[src/gpio_pkg.sv]
// gpio_pkg: shared constants and types for the 32-pin general-purpose port bank.
// assumes one system clock and an active-low asynchronous reset everywhere.
package gpio_pkg;

  // bank geometry
  localparam int PIN_COUNT = 32;
  localparam int IDX_W     = 5;

  // pin modes; the last two are only reported by the mode query, never configured
  typedef enum logic [4:0] {
    mode_input,
    mode_input_pull_up,
    mode_input_pull_down,
    mode_output,
    mode_output_push_pull,
    mode_output_open_drain,
    mode_system_led,
    mode_wired_activity_led,
    mode_wireless_activity_led,
    mode_wired_link_led,
    mode_wireless_link_led,
    mode_wired_receive_led,
    mode_wireless_receive_led,
    mode_wired_send_led,
    mode_wireless_send_led,
    mode_peripheral,
    mode_soft_timer_output
  } mode_t;

  // initial level that goes with an output configuration
  typedef enum logic [1:0] {
    level_keep,
    level_low,
    level_high,
    level_toggle
  } level_t;

  // values after reset
  localparam mode_t              RESET_MODE  = mode_input;
  localparam logic               RESET_VALUE = 1'b0;
  localparam logic               RESET_LOCK  = 1'b0;
  localparam logic [PIN_COUNT-1:0] RESET_WORD = 32'h0000_0000;
  localparam logic [IDX_W-1:0]   RESET_INDEX = 5'h00;

endpackage

[src/gpio_pin_cell.sv]
// gpio_pin_cell: state and pad drive of one pin (mode, output value, lock).
// assumes the bank decodes commands into per-pin hits and supplies the led level.
`timescale 1ns/100ps
`default_nettype none

module gpio_pin_cell (
  // clock and reset
  input  wire logic          clk,
  input  wire logic          rst_n,
  // decoded commands for this pin
  input  wire logic          cfg_hit,
  input  wire gpio_pkg::mode_t  cfg_mode,
  input  wire gpio_pkg::level_t cfg_level,
  input  wire logic          wr_hit,
  input  wire logic          wr_level,
  input  wire logic          lock_hit,
  input  wire logic          lock_level,
  input  wire logic          shared_busy,
  input  wire logic          led_level,
  // pin state
  output gpio_pkg::mode_t    mode_reg,
  output logic               value_reg,
  output logic               lock_reg,
  // pad drive
  output logic               drv_out_reg,
  output logic               drv_oe_reg,
  output logic               pull_up_reg,
  output logic               pull_down_reg
);
  import gpio_pkg::*;

  mode_t mode_next;
  logic  value_next;
  logic  lock_next;
  logic  drv_out_next;
  logic  drv_oe_next;
  logic  pull_up_next;
  logic  pull_down_next;

  // next mode, value, lock and the pad drive that follows from them
  always_comb begin
    mode_next      = mode_reg;
    value_next     = value_reg;
    lock_next      = lock_reg;
    if (cfg_hit) begin
      mode_next = cfg_mode;
    end
    // lock first so a blocked value write sees the old lock
    if (lock_hit) begin
      lock_next = lock_level;
    end
    if (shared_busy) begin
      lock_next = 1'b1;
    end
    if (!lock_reg) begin
      if (cfg_hit && cfg_level != level_keep) begin
        unique case (cfg_level)
          level_low:    value_next = 1'b0;
          level_high:   value_next = 1'b1;
          level_toggle: value_next = ~value_reg;
          level_keep:   value_next = value_reg;
        endcase
      end else if (wr_hit) begin
        value_next = wr_level;
      end
    end
    drv_out_next   = 1'b0;
    drv_oe_next    = 1'b0;
    pull_up_next   = 1'b0;
    pull_down_next = 1'b0;
    unique case (mode_next)
      mode_input: begin
      end
      mode_input_pull_up: begin
        pull_up_next = 1'b1;
      end
      mode_input_pull_down: begin
        pull_down_next = 1'b1;
      end
      mode_output, mode_output_push_pull: begin
        drv_out_next = value_next;
        drv_oe_next  = 1'b1;
      end
      mode_output_open_drain: begin
        drv_out_next = 1'b0;
        drv_oe_next  = ~value_next;
      end
      default: begin
        drv_out_next = led_level;
        drv_oe_next  = 1'b1;
      end
    endcase
  end

  // register pin state and drive
  always_ff @(posedge clk or negedge rst_n) begin
    if (!rst_n) begin
      mode_reg      <= RESET_MODE;
      value_reg     <= RESET_VALUE;
      lock_reg      <= RESET_LOCK;
      drv_out_reg   <= 1'b0;
      drv_oe_reg    <= 1'b0;
      pull_up_reg   <= 1'b0;
      pull_down_reg <= 1'b0;
    end else begin
      mode_reg      <= mode_next;
      value_reg     <= value_next;
      lock_reg      <= lock_next;
      drv_out_reg   <= drv_out_next;
      drv_oe_reg    <= drv_oe_next;
      pull_up_reg   <= pull_up_next;
      pull_down_reg <= pull_down_next;
    end
  end

endmodule

`default_nettype wire

[src/gpio_bank.sv]
// gpio_bank: 32-pin port bank with range configuration, led functions, output
// locks, bulk and single-pin access and per-pin queries.
// assumes synchronous command strobes and pad inputs; pads resolve out/oe/pulls.
// led sources, owners and pads are levels; commands are one-cycle strobes.
//
// How it works
// - a pull-up input turns on the pad pull-up so it idles high
// - a pull-down input turns on the pad pull-down so it idles low
// - output configuration may set the value low, high or toggled
// - push-pull drives high for value one and low for value zero
// - open-drain drives low for zero, releases for one; board pulls up
// - configuration covers one pin or an inclusive first-to-last range
// - activity led low while link is up, high during traffic
// - link led low while the chosen interface is connected
// - receive led low only while the interface receives
// - send led low only while the interface transmits
// - system led pin follows the system status level
// - each led function lives on one pin at most; duplicates are refused
// - each pin or range has a lock settable any time, clearable only while no shared peripheral or timer holds the pin
// - a locked pin ignores value writes and keeps its level
// - a pin taken by a shared peripheral or timer locks itself
// - bulk read returns all pin levels as one 32-bit word
// - bulk write updates every unlocked pin value from one word
// - single write sets one unlocked pin low or high
// - mode query reports mode, peripheral ownership or timer output
// - input query returns sampled pin level as 0 or 1
// - output query returns stored output value, unchanged by blocked writes
`timescale 1ns/100ps
`default_nettype none

module gpio_bank (
  // clock and reset
  input  wire logic                          clk,
  input  wire logic                          rst_n,

  // configuration command
  input  wire logic                          cfg_valid,
  input  wire logic [gpio_pkg::IDX_W-1:0]    cfg_first,
  input  wire logic [gpio_pkg::IDX_W-1:0]    cfg_last,
  input  wire gpio_pkg::mode_t               cfg_mode,
  input  wire gpio_pkg::level_t              cfg_level,
  output logic                               cfg_reject_reg,

  // lock command
  input  wire logic                          lock_valid,
  input  wire logic [gpio_pkg::IDX_W-1:0]    lock_first,
  input  wire logic [gpio_pkg::IDX_W-1:0]    lock_last,
  input  wire logic                          lock_set,

  // value writes
  input  wire logic                          bulk_wr_valid,
  input  wire logic [gpio_pkg::PIN_COUNT-1:0] bulk_wr_data,
  input  wire logic                          pin_wr_valid,
  input  wire logic [gpio_pkg::IDX_W-1:0]    pin_wr_index,
  input  wire logic                          pin_wr_level,

  // reads and queries
  output logic [gpio_pkg::PIN_COUNT-1:0]     bulk_rd_data_reg,
  input  wire logic [gpio_pkg::IDX_W-1:0]    query_index,
  output gpio_pkg::mode_t                    query_mode_reg,
  output logic                               query_input_reg,
  output logic                               query_output_reg,
  output logic [gpio_pkg::PIN_COUNT-1:0]     lock_word_reg,

  // shared peripheral and timer ownership
  input  wire logic [gpio_pkg::PIN_COUNT-1:0] peripheral_take,
  input  wire logic [gpio_pkg::PIN_COUNT-1:0] soft_timer_take,

  // led sources
  input  wire logic                          system_status,
  input  wire logic                          wired_link,
  input  wire logic                          wired_receiving,
  input  wire logic                          wired_sending,
  input  wire logic                          wireless_link,
  input  wire logic                          wireless_receiving,
  input  wire logic                          wireless_sending,

  // pads
  input  wire logic [gpio_pkg::PIN_COUNT-1:0] pin_in,
  output logic [gpio_pkg::PIN_COUNT-1:0]     pin_out,
  output logic [gpio_pkg::PIN_COUNT-1:0]     pin_oe,
  output logic [gpio_pkg::PIN_COUNT-1:0]     pin_pull_up,
  output logic [gpio_pkg::PIN_COUNT-1:0]     pin_pull_down
);
  import gpio_pkg::*;

  // per-pin state from the cells
  mode_t                mode_q   [PIN_COUNT];
  logic [PIN_COUNT-1:0] value_q;
  logic [PIN_COUNT-1:0] lock_q;

  // decoded per-pin commands
  logic [PIN_COUNT-1:0] cfg_range;
  logic [PIN_COUNT-1:0] cfg_hit;

  logic [PIN_COUNT-1:0] lock_hit;
  logic [PIN_COUNT-1:0] wr_hit;
  logic [PIN_COUNT-1:0] wr_level;
  logic [PIN_COUNT-1:0] led_level;
  logic [PIN_COUNT-1:0] holder_outside;
  logic [PIN_COUNT-1:0] shared_busy;

  // command qualification
  logic cfg_is_led;
  logic cfg_is_report_only;

  logic cfg_bad_range;
  logic cfg_conflict;
  logic cfg_ok;

  // registered answers
  logic                 cfg_reject_next;

  logic [PIN_COUNT-1:0] bulk_rd_data_next;
  mode_t                query_mode_next;
  logic                 query_input_next;
  logic                 query_output_next;
  logic [PIN_COUNT-1:0] lock_word_next;

  // classify the requested configuration
  always_comb begin
    cfg_is_led = 1'b0;
    cfg_is_report_only = 1'b0;

    unique case (cfg_mode)
      mode_system_led,
      mode_wired_activity_led,
      mode_wireless_activity_led,
      mode_wired_link_led,
      mode_wireless_link_led,
      mode_wired_receive_led,
      mode_wireless_receive_led,
      mode_wired_send_led,
      mode_wireless_send_led: cfg_is_led = 1'b1;

      // only an owner may report these two
      mode_peripheral,
      mode_soft_timer_output: cfg_is_report_only = 1'b1;
      mode_input,
      mode_input_pull_up,
      mode_input_pull_down,
      mode_output,
      mode_output_push_pull,
      mode_output_open_drain: begin
      end
      // a code past the last mode is refused like the report-only ones
      default: cfg_is_report_only = 1'b1;
    endcase
  end

  // range decode and led ownership check
  always_comb begin
    cfg_range      = '0;
    lock_hit       = '0;
    holder_outside = '0;

    for (int i = 0; i < PIN_COUNT; i++) begin
      cfg_range[i] = (IDX_W'(i) >= cfg_first)
                     && (IDX_W'(i) <= cfg_last);
      lock_hit[i]  = lock_valid && (IDX_W'(i) >= lock_first)
                     && (IDX_W'(i) <= lock_last);

      // same mode already held outside the range
      holder_outside[i] = (mode_q[i] == cfg_mode) && !cfg_range[i];
    end

    // reversed ranges hit no pin
    cfg_bad_range = cfg_first > cfg_last;

    // an led function may only land on a single pin not already held elsewhere
    cfg_conflict  = cfg_is_led
                    && ((cfg_first != cfg_last) || (|holder_outside));

    // refused commands are dropped whole
    cfg_ok        = cfg_valid && !cfg_bad_range && !cfg_conflict
                    && !cfg_is_report_only;
    cfg_hit       = cfg_ok ? cfg_range : '0;
    cfg_reject_next = cfg_valid && !cfg_ok;
  end

  // value writes; a single-pin write overrides the bulk bit of its pin
  always_comb begin
    wr_hit   = '0;
    wr_level = '0;

    for (int i = 0; i < PIN_COUNT; i++) begin
      // bulk bit n is the value of pin n
      if (bulk_wr_valid) begin
        wr_hit[i]   = 1'b1;
        wr_level[i] = bulk_wr_data[i];
      end

      // the single write wins on its own pin
      if (pin_wr_valid && pin_wr_index == IDX_W'(i)) begin
        wr_hit[i]   = 1'b1;
        wr_level[i] = pin_wr_level;
      end
    end
  end

  // led level per pin from its function and the network and system states
  always_comb begin
    led_level = '1;

    for (int i = 0; i < PIN_COUNT; i++) begin
      // the pad level each led function asks for
      unique case (mode_q[i])
        mode_system_led:            led_level[i] = system_status;
        mode_wired_activity_led:    led_level[i] = !wired_link
                                                   || wired_receiving
                                                   || wired_sending;
        mode_wireless_activity_led: led_level[i] = !wireless_link
                                                   || wireless_receiving
                                                   || wireless_sending;

        mode_wired_link_led:        led_level[i] = !wired_link;
        mode_wireless_link_led:     led_level[i] = !wireless_link;

        mode_wired_receive_led:     led_level[i] = !wired_receiving;
        mode_wireless_receive_led:  led_level[i] = !wireless_receiving;

        mode_wired_send_led:        led_level[i] = !wired_sending;
        mode_wireless_send_led:     led_level[i] = !wireless_sending;
        default:                    led_level[i] = 1'b1;
      endcase
    end
  end

  // pins held by a shared peripheral or the timer
  assign shared_busy = peripheral_take | soft_timer_take;

  // one cell per pin
  for (genvar g = 0; g < PIN_COUNT; g++) begin : gen_pin
    gpio_pin_cell u_cell (
      .clk           (clk),
      .rst_n         (rst_n),

      // commands for this pin
      .cfg_hit       (cfg_hit[g]),
      .cfg_mode      (cfg_mode),
      .cfg_level     (cfg_level),
      .wr_hit        (wr_hit[g]),
      .wr_level      (wr_level[g]),
      .lock_hit      (lock_hit[g]),
      .lock_level    (lock_set),
      .shared_busy   (shared_busy[g]),
      .led_level     (led_level[g]),

      // state back to the bank
      .mode_reg      (mode_q[g]),
      .value_reg     (value_q[g]),
      .lock_reg      (lock_q[g]),

      // pad controls
      .drv_out_reg   (pin_out[g]),
      .drv_oe_reg    (pin_oe[g]),
      .pull_up_reg   (pin_pull_up[g]),
      .pull_down_reg (pin_pull_down[g])
    );
  end

  // read and query answers
  always_comb begin
    bulk_rd_data_next = pin_in;
    query_input_next  = pin_in[query_index];
    query_output_next = value_q[query_index];

    lock_word_next    = lock_q;

    // an owner's report beats the configured mode
    if (peripheral_take[query_index]) begin
      query_mode_next = mode_peripheral;
    end else if (soft_timer_take[query_index]) begin
      query_mode_next = mode_soft_timer_output;
    end else begin
      query_mode_next = mode_q[query_index];
    end
  end

  // register answers
  always_ff @(posedge clk or negedge rst_n) begin
    if (!rst_n) begin
      // every answer idles at zero
      cfg_reject_reg   <= 1'b0;

      bulk_rd_data_reg <= RESET_WORD;
      query_mode_reg   <= RESET_MODE;
      query_input_reg  <= 1'b0;
      query_output_reg <= RESET_VALUE;
      lock_word_reg    <= RESET_WORD;
    end else begin
      cfg_reject_reg   <= cfg_reject_next;

      bulk_rd_data_reg <= bulk_rd_data_next;
      query_mode_reg   <= query_mode_next;
      query_input_reg  <= query_input_next;
      query_output_reg <= query_output_next;
      lock_word_reg    <= lock_word_next;
    end
  end

endmodule

`default_nettype wire

[config.mk]
export PLATFORM = sky130hd
export DESIGN_NAME = gpio_bank
export DESIGN_NICKNAME = d
export VERILOG_FILES = /design/src/gpio_pkg.sv /design/src/gpio_pin_cell.sv /design/src/gpio_bank.sv
export SDC_FILE = /design/constraint.sdc
export NUM_CORES = 1
export LEC_CHECK = 0
export ABC_CLOCK_PERIOD_IN_PS = 3900
export BUFFER_PORTS_ARGS = -buffer_cell sky130_fd_sc_hd__buf_4
export CORE_UTILIZATION = 45
export DETAILED_ROUTE_END_ITERATION = 8
export SETUP_SLACK_MARGIN = 0.4
export SYNTH_ARGS = -nofsm -noshare
export SYNTH_HDL_FRONTEND = slang
export SYNTH_HIERARCHICAL = 1
export SYNTH_SLANG_ARGS = --single-unit
export TNS_END_PERCENT = 1
[constraint.sdc]
create_clock -name clk -period 3.9 [get_ports clk]
set_input_delay 0.78 -clock clk [delete_from_list [all_inputs] [get_ports clk]]
set_output_delay 0.78 -clock clk [all_outputs]
set_load 0.005 [all_outputs]
# Yosys cells after proc, flatten, opt, wreduce, memory -nomap -nowiden
# Cells that the tools add are included.
# word_totals
reg_bits,424
latchBits,0
ram_bits,0
rom_bits,0
output_inout_bits,200
n_memories,0
# op_classes
n_addsub,0
n_mul,0
div_mod_pow,0
order_cmp,131
n_eq_ne,529
n_shift,0
mux,496
bitwise_logic,66
n_reduce_logical,410
# ops
op,count
$eq A5 B4 Y1 const B,239
$eq A5 B3 Y1 const B,136
$eq A5 B2 Y1 const B,68
$mux W1,326
$pmux W1 S9,32
$logic_and A1 B1 Y1,197
$mux W5,36
$eq A5 B1 Y1 const B,34
$logic_not A5 Y1,34
$eq A5 B5 Y1,32
$ge A5 B5 Y1 const A,32
$le A5 B5 Y1 const A,32
$pmux W1 S2,64
$pmux W1 S4,32
$reduce_or A4 Y1,32
$reduce_or A3 Y1,32
$eq A5 B5 Y1 const B,16
$ge A4 B5 Y1 const A,16
$le A4 B5 Y1 const A,16
$reduce_bool A2 Y1,33
$not A1 Y1,64
$reduce_or A2 Y1,32
$logic_not A1 Y1,41
$ge A3 B5 Y1 const A,8
other kinds (21),48

# Logic depth before layout (Yosys ltp)
# depth
word_depth,16
ltp_mapped,18
mapped_depth_nobuf,14

# Hierarchy
# Netlist, hierarchy kept.
# modules_own_cells
module,n_inst,cells_per_inst,area_each_um2
gpio_pin_cell (gen_pin[10].u_cell ...),31,41,526.8
gpio_bank,1,1467,11911.4
gpio_pin_cell (gen_pin[0].u_cell),1,40,536.8

# Worst setup path after synthesis
# Ideal clock, no wire load.
# synth_timing
path_type,input port to flip-flop
startpoint,input cfg_last[3] (netlist bit)
endpoint,register gen_pin[10].u_cell.drv_out_reg
setup_time_ns,0.122
t_arrival_ns,3.568
required_time_ns,3.778
path_slack_ns,0.210
path_stages,17
path_cell_list,buf_2 -> inv_1 -> ha_1 -> and3_1 -> o21ai_0 -> o21ai_0 -> o21ai_0 -> and4b_1 -> clkbuf_1 -> clkbuf_1 -> nand2_1 -> nor2_1 -> buf_6 -> mux2_4 -> nand2_2 -> o22ai_1 -> a32o_1
# synth_between
elab_chain_len,15
# synth_lines
element,line,rtl
"start, declared",gpio_bank.sv:39,"input wire logic [gpio_pkg::IDX_W-1:0] cfg_last,"
"$le A1 B5 Y1, or another cell as far along",gpio_bank.sv:159,&& (IDX_W'(i) <= cfg_last);
$logic_and A1 B1 Y1,gpio_bank.sv:159,
$logic_not A1 Y1,gpio_bank.sv:164,holder_outside[i] = (mode_q[i] == cfg_mode) && !cfg_range[i];
$logic_and A1 B1 Y1,gpio_bank.sv:164,
$reduce_or A32 Y1,gpio_bank.sv:172,&& ((cfg_first != cfg_last) || (|holder_outside));
$logic_or A1 B1 Y1,gpio_bank.sv:172,
$logic_and A1 B1 Y1,gpio_bank.sv:172,
$logic_not A1 Y1,gpio_bank.sv:175,cfg_ok = cfg_valid && !cfg_bad_range && !cfg_conflict
(+2 left out),--,
$mux W32 *,gpio_bank.sv:177,cfg_hit = cfg_ok ? cfg_range : '0;
net cfg_hit[10],gpio_bank.sv:94,logic [PIN_COUNT-1:0] cfg_hit;
$mux W5 *,gpio_pin_cell.sv:45,if (cfg_hit) begin
net gen_pin[10].u_cell.mode_next[0],gpio_pin_cell.sv:32,mode_t mode_next;
"$eq A5 B3 Y1, or another cell as far along",gpio_pin_cell.sv:71,unique case (mode_next)
$reduce_or A4 Y1 (no source line) or $reduce_or A2 Y1 (tied branches),--,
$pmux W1 S2 *,gpio_pin_cell.sv:71,
net gen_pin[10].u_cell.drv_out_next,gpio_pin_cell.sv:35,logic drv_out_next;
"end signal, assigned",gpio_pin_cell.sv:109,drv_out_reg <= drv_out_next;
"end, declared",gpio_pin_cell.sv:25,"output logic drv_out_reg,"
# The timed path passes the listed nets; every way through them passes the cells marked *.
# A chain may end at the register's enable or synchronous reset.

# Final worst setup path
# layout_timing
startpoint,input cfg_last[1] (netlist bit)
endpoint,register gen_pin[0].u_cell.drv_out_reg
# layout_between
elab_chain_len,15
# layout_lines
element,line
"$le A1 B5 Y1, or another cell as far along",gpio_bank.sv:159
$logic_and A1 B1 Y1,gpio_bank.sv:159
$logic_not A1 Y1,gpio_bank.sv:164
$logic_and A1 B1 Y1,gpio_bank.sv:164
$reduce_or A32 Y1,gpio_bank.sv:172
$logic_or A1 B1 Y1,gpio_bank.sv:172
$logic_and A1 B1 Y1,gpio_bank.sv:172
$logic_not A1 Y1,gpio_bank.sv:175
(+2 left out),--
$mux W32 *,gpio_bank.sv:177
net cfg_hit[0],gpio_bank.sv:94
$mux W5 *,gpio_pin_cell.sv:45
net gen_pin[0].u_cell.mode_next[0],gpio_pin_cell.sv:32
"$eq A5 B3 Y1, or another cell as far along",gpio_pin_cell.sv:71
$reduce_or A4 Y1 (no source line) or $reduce_or A2 Y1 (tied branches),--
$pmux W1 S2 *,gpio_pin_cell.sv:71
net gen_pin[0].u_cell.drv_out_next,gpio_pin_cell.sv:35
"end signal, assigned",gpio_pin_cell.sv:109
"end, declared",gpio_pin_cell.sv:25
# Marked as above.

==> summary.md <==
* 254.9 um — Vert. Die Dim
* met4 — uppermost routed layer
* 0.61 ns — source-to-sink clock delay at the later pin of the worst-skew pair
* 0 — final hold violations
* 92 — Row Count
* true — unrepaired setup endpoints after global routing
* 0 — max-capacitance violation count
* 280.1 MHz — maximum operating frequency
* 81 — largest net degree at the start of global routing
* 5.948 — DR vias/cell
* 46.37 mm — Routed met1 length
* 25.08 um — detail-routed net length per standard cell
* 1 — number of antenna violations at the first check in global routing
* 26,550 — number of global-route vias before repair
* 0.7726 ns — actual slew at the worst max-slew pin
* 0 — number of setup violations in the final report
* 3 — maximum buffer depth of the clock tree
* 51.82 mm — metal2 WL
* 4.06 ns — arrival time of the worst setup path
* 36.87% — top-area cell type share of the netlist area
* 51 — TritonCTS buffer count
* input pin — Startpoint Class
* 26,720 — via count
* 6 — maximum fanout along the worst path
* register — kind of end point of the critical path
* dfrtp_1 — most used flip-flop cell after synthesis
* gen_pin[30].u_cell/mode_reg[2] — RR Startpoint
* in -> async — worst min path class
* 0 — aggregate global routing overflow
* completed — result of the run
* cfg_last[1] — CP Launch Point
* 466.4 nW/um^2 — Power per Cell Area
* 15 — depth of the worst register-to-register path
* 379 — port buffer count
* 4,330 — number of cells in the design after placement
* 380 — # IOs
* 100.0% — Synth async-reset ratio
* 2,286 — iteration-0 DRC count of the detailed router
* 36.87% — part of the Yosys area used for sequential elements
* 47.54% — share of cells above drive strength 1
* 424 — number of flip-flops and latches in the synthesized netlist
* 0.02095 ns — final worst clock skew
* dfrtp_1 — cell with the most instances after synthesis
* 0.2033 ns — worst hold margin
* 3,791 — final net count
* 112.7 mm — Final Routed Wirelength
* gen_pin[16].u_cell/drv_oe_reg — end of the worst register-to-register path
* dfrtp_1 (37%), mux4_2 (8.2%), mux2i_4 (5.1%) — Synth area leaders
* 63,080 sq um — area inside the core boundary
* 4.39 ns — Data required, critical path
* 0.43 ns — worst-case register-to-register setup slack
* 47.16% — worst slew margin relative to its limit
* 17.16 nW — Leakage Power
* 9.477 mm — routed length on met3
* 38.70% — P&R area growth vs syn
* 0.3699 mV — VDD IR-drop max
* 84.73 mm — hpwl dp
* 424 — number of clock sinks seen by CTS
* 45.62% — starting utilization of the core area
* 28,780 sq um — area of the mapped netlist
* 166.2 mm — global-route wire length before repair
* 36,110 sq um — post-place instance area
* 2 — CTS H-tree lvls
* 2,778 — count of mapped cells out of synthesis
* 2,963 — synthesized netlist net count
* dfrtp_1 — top cell type by total area after synthesis
* dfrtp_1 (424), nand2_1 (259), o21ai_0 (164) — most numerous cell types in the synthesized netlist
* 0 — count of flip-flops with a built-in enable after synthesis
* in -> reg — category of the most critical setup path
* clkbuf_16 — clock tree root driver cell
* 6 — count of synthesis-stage warnings from yosys
* 160 — number of flip-flops under the largest register name
* 254.9 um — Die X
* 91.54% — final cycle utilization of the critical path
* 0 — Routed Antenna Nets
* 3.570 ns — post-route minimum period
* 0.9723 — gpl congestion
* built — TritonCTS clock tree
* 4,492 — filler-free cell count of the finished design
* gen_pin[0].u_cell/drv_out_reg — capturing instance or port of the critical path
* 64,970 sq um — die area
* 0 — DR DRC count
* 73 — count of cell types in the netlist
* 10.36 sq um — Post-Syn Area per Cell
* 39,910 sq um — design area
* 6 — number of iterations in the first detailed-routing pass
* 0.06 ns — Clock transition at path regs
* 0 — max-slew violation count
* 34.28% — total global-route track usage
worst max-delay path, stage by stage:
cell	delay [ns]
buf_4	0.11
buf_6	0.12
nand2_1	0.06
buf_6	0.15
a211o_1	0.36
nand4_1	0.17
nor4bb_4	0.27
and4b_1	0.28
a31oi_4	0.15
buf_6	0.18
buf_12	0.13
nor4_4	0.32
buf_12	0.18
mux2i_4	0.30
inv_2	0.07
nand2_2	0.08
o21ai_1	0.07
a32o_2	0.26
layout make-up:
| class | instances | area [sq um] |
|---|---|---|
| flip-flops and latches | 424 | 10610 |
| repair buffers | 983 | 8364 |
| clock inverters | 31 | 414.1 |
| clock buffers | 61 | 1364 |
| multi-input cells | 2055 | 17750 |
| diodes | 1 | 2.502 |
| inverters | 91 | 349.1 |
| fillers | 5126 | 23170 |
| well taps | 846 | 1059 |
worst min path at each step:
stage | cells after the start | endpoint | slack (ns)
6_report | 1 | bulk_rd_data_reg[29] | 0.20
5_1_grt | 1 | lock_word_reg[16] | 0.24
4_1_cts | 1 | bulk_rd_data_reg[29] | 0.20
3_5_place_dp | 0 | lock_word_reg[15] | 0.45
3_3_place_gp | 0 | lock_word_reg[15] | 0.44
2_1_floorplan | 0 | lock_word_reg[10] | 0.41
per-layer routing:
layer,up-vias,global-route usage (%)
li1,11840,-
met1,13280,46.36
met2,1314,54.87
met3,289,5.665
met4,0,13.55
met5,-,0
metrics by stage:
step                setup TNS [ns]  worst slack [ns]  util (%)  power, W
floorplan                        0            0.3948         -  0.009557
global placement           -154.89           -0.8686     57.25   0.01294
detailed placement         -157.54           -0.9150     57.25   0.01309
CTS                              0            0.2613     61.18   0.01837
global route                     0            0.2571     63.27   0.01948
finish                           0            0.3300     63.27   0.01861
what timing repair did:
| action | CTS | global route |
|---|---|---|
| pin swaps | 17 | 53 |
| gates cloned | 0 | 4 |
| hold buffers | 0 | 0 |
| gates resized for setup | 87 | 153 |
| setup endpoints to repair | 302 | 156 |
| setup buffers | 17 | 48 |
| endpoints found under the hold margin | 0 | 0 |
report_power, final:
group	leakage [nW]	internal (W)	switching, W
clock network	0.872	0.00304	0.00207
registers	5.20	0.00525	0.000742
logic	11.1	0.00384	0.00368
total	17.2	0.0121	0.00649
cells in the final DEF (no fill, tap or decap), types with 65 or more instances in the layout:
| cell | n |
|---|---|
| buf_4 | 888 |
| dfrtp_1 | 422 |
| nand2_1 | 257 |
| o21ai_0 | 159 |
| nor2_1 | 150 |
| mux2_2 | 115 |
| mux4_2 | 105 |
| xnor2_1 | 87 |
| nand2b_1 | 84 |
| a21oi_1 | 78 |
| xor2_1 | 68 |
| or2_2 | 67 |
| mux2i_4 | 65 |
kinds of logic (layout without fill, tap and decap cells):
group           after synthesis  in the layout  share of synthesized area, %
compound gates              638            638                         16.06
xor+xnor                    160            160                         4.870
fa+ha+maj                     5              5                        0.2174
buf+inv                     299           1166                         5.152
flops                       424            424                         36.87
mux                         353            353                         20.73
other cells                   0              1                             0
simple gates                899            899                         16.11
No activity file was read; power rests on OpenSTA's default activity.
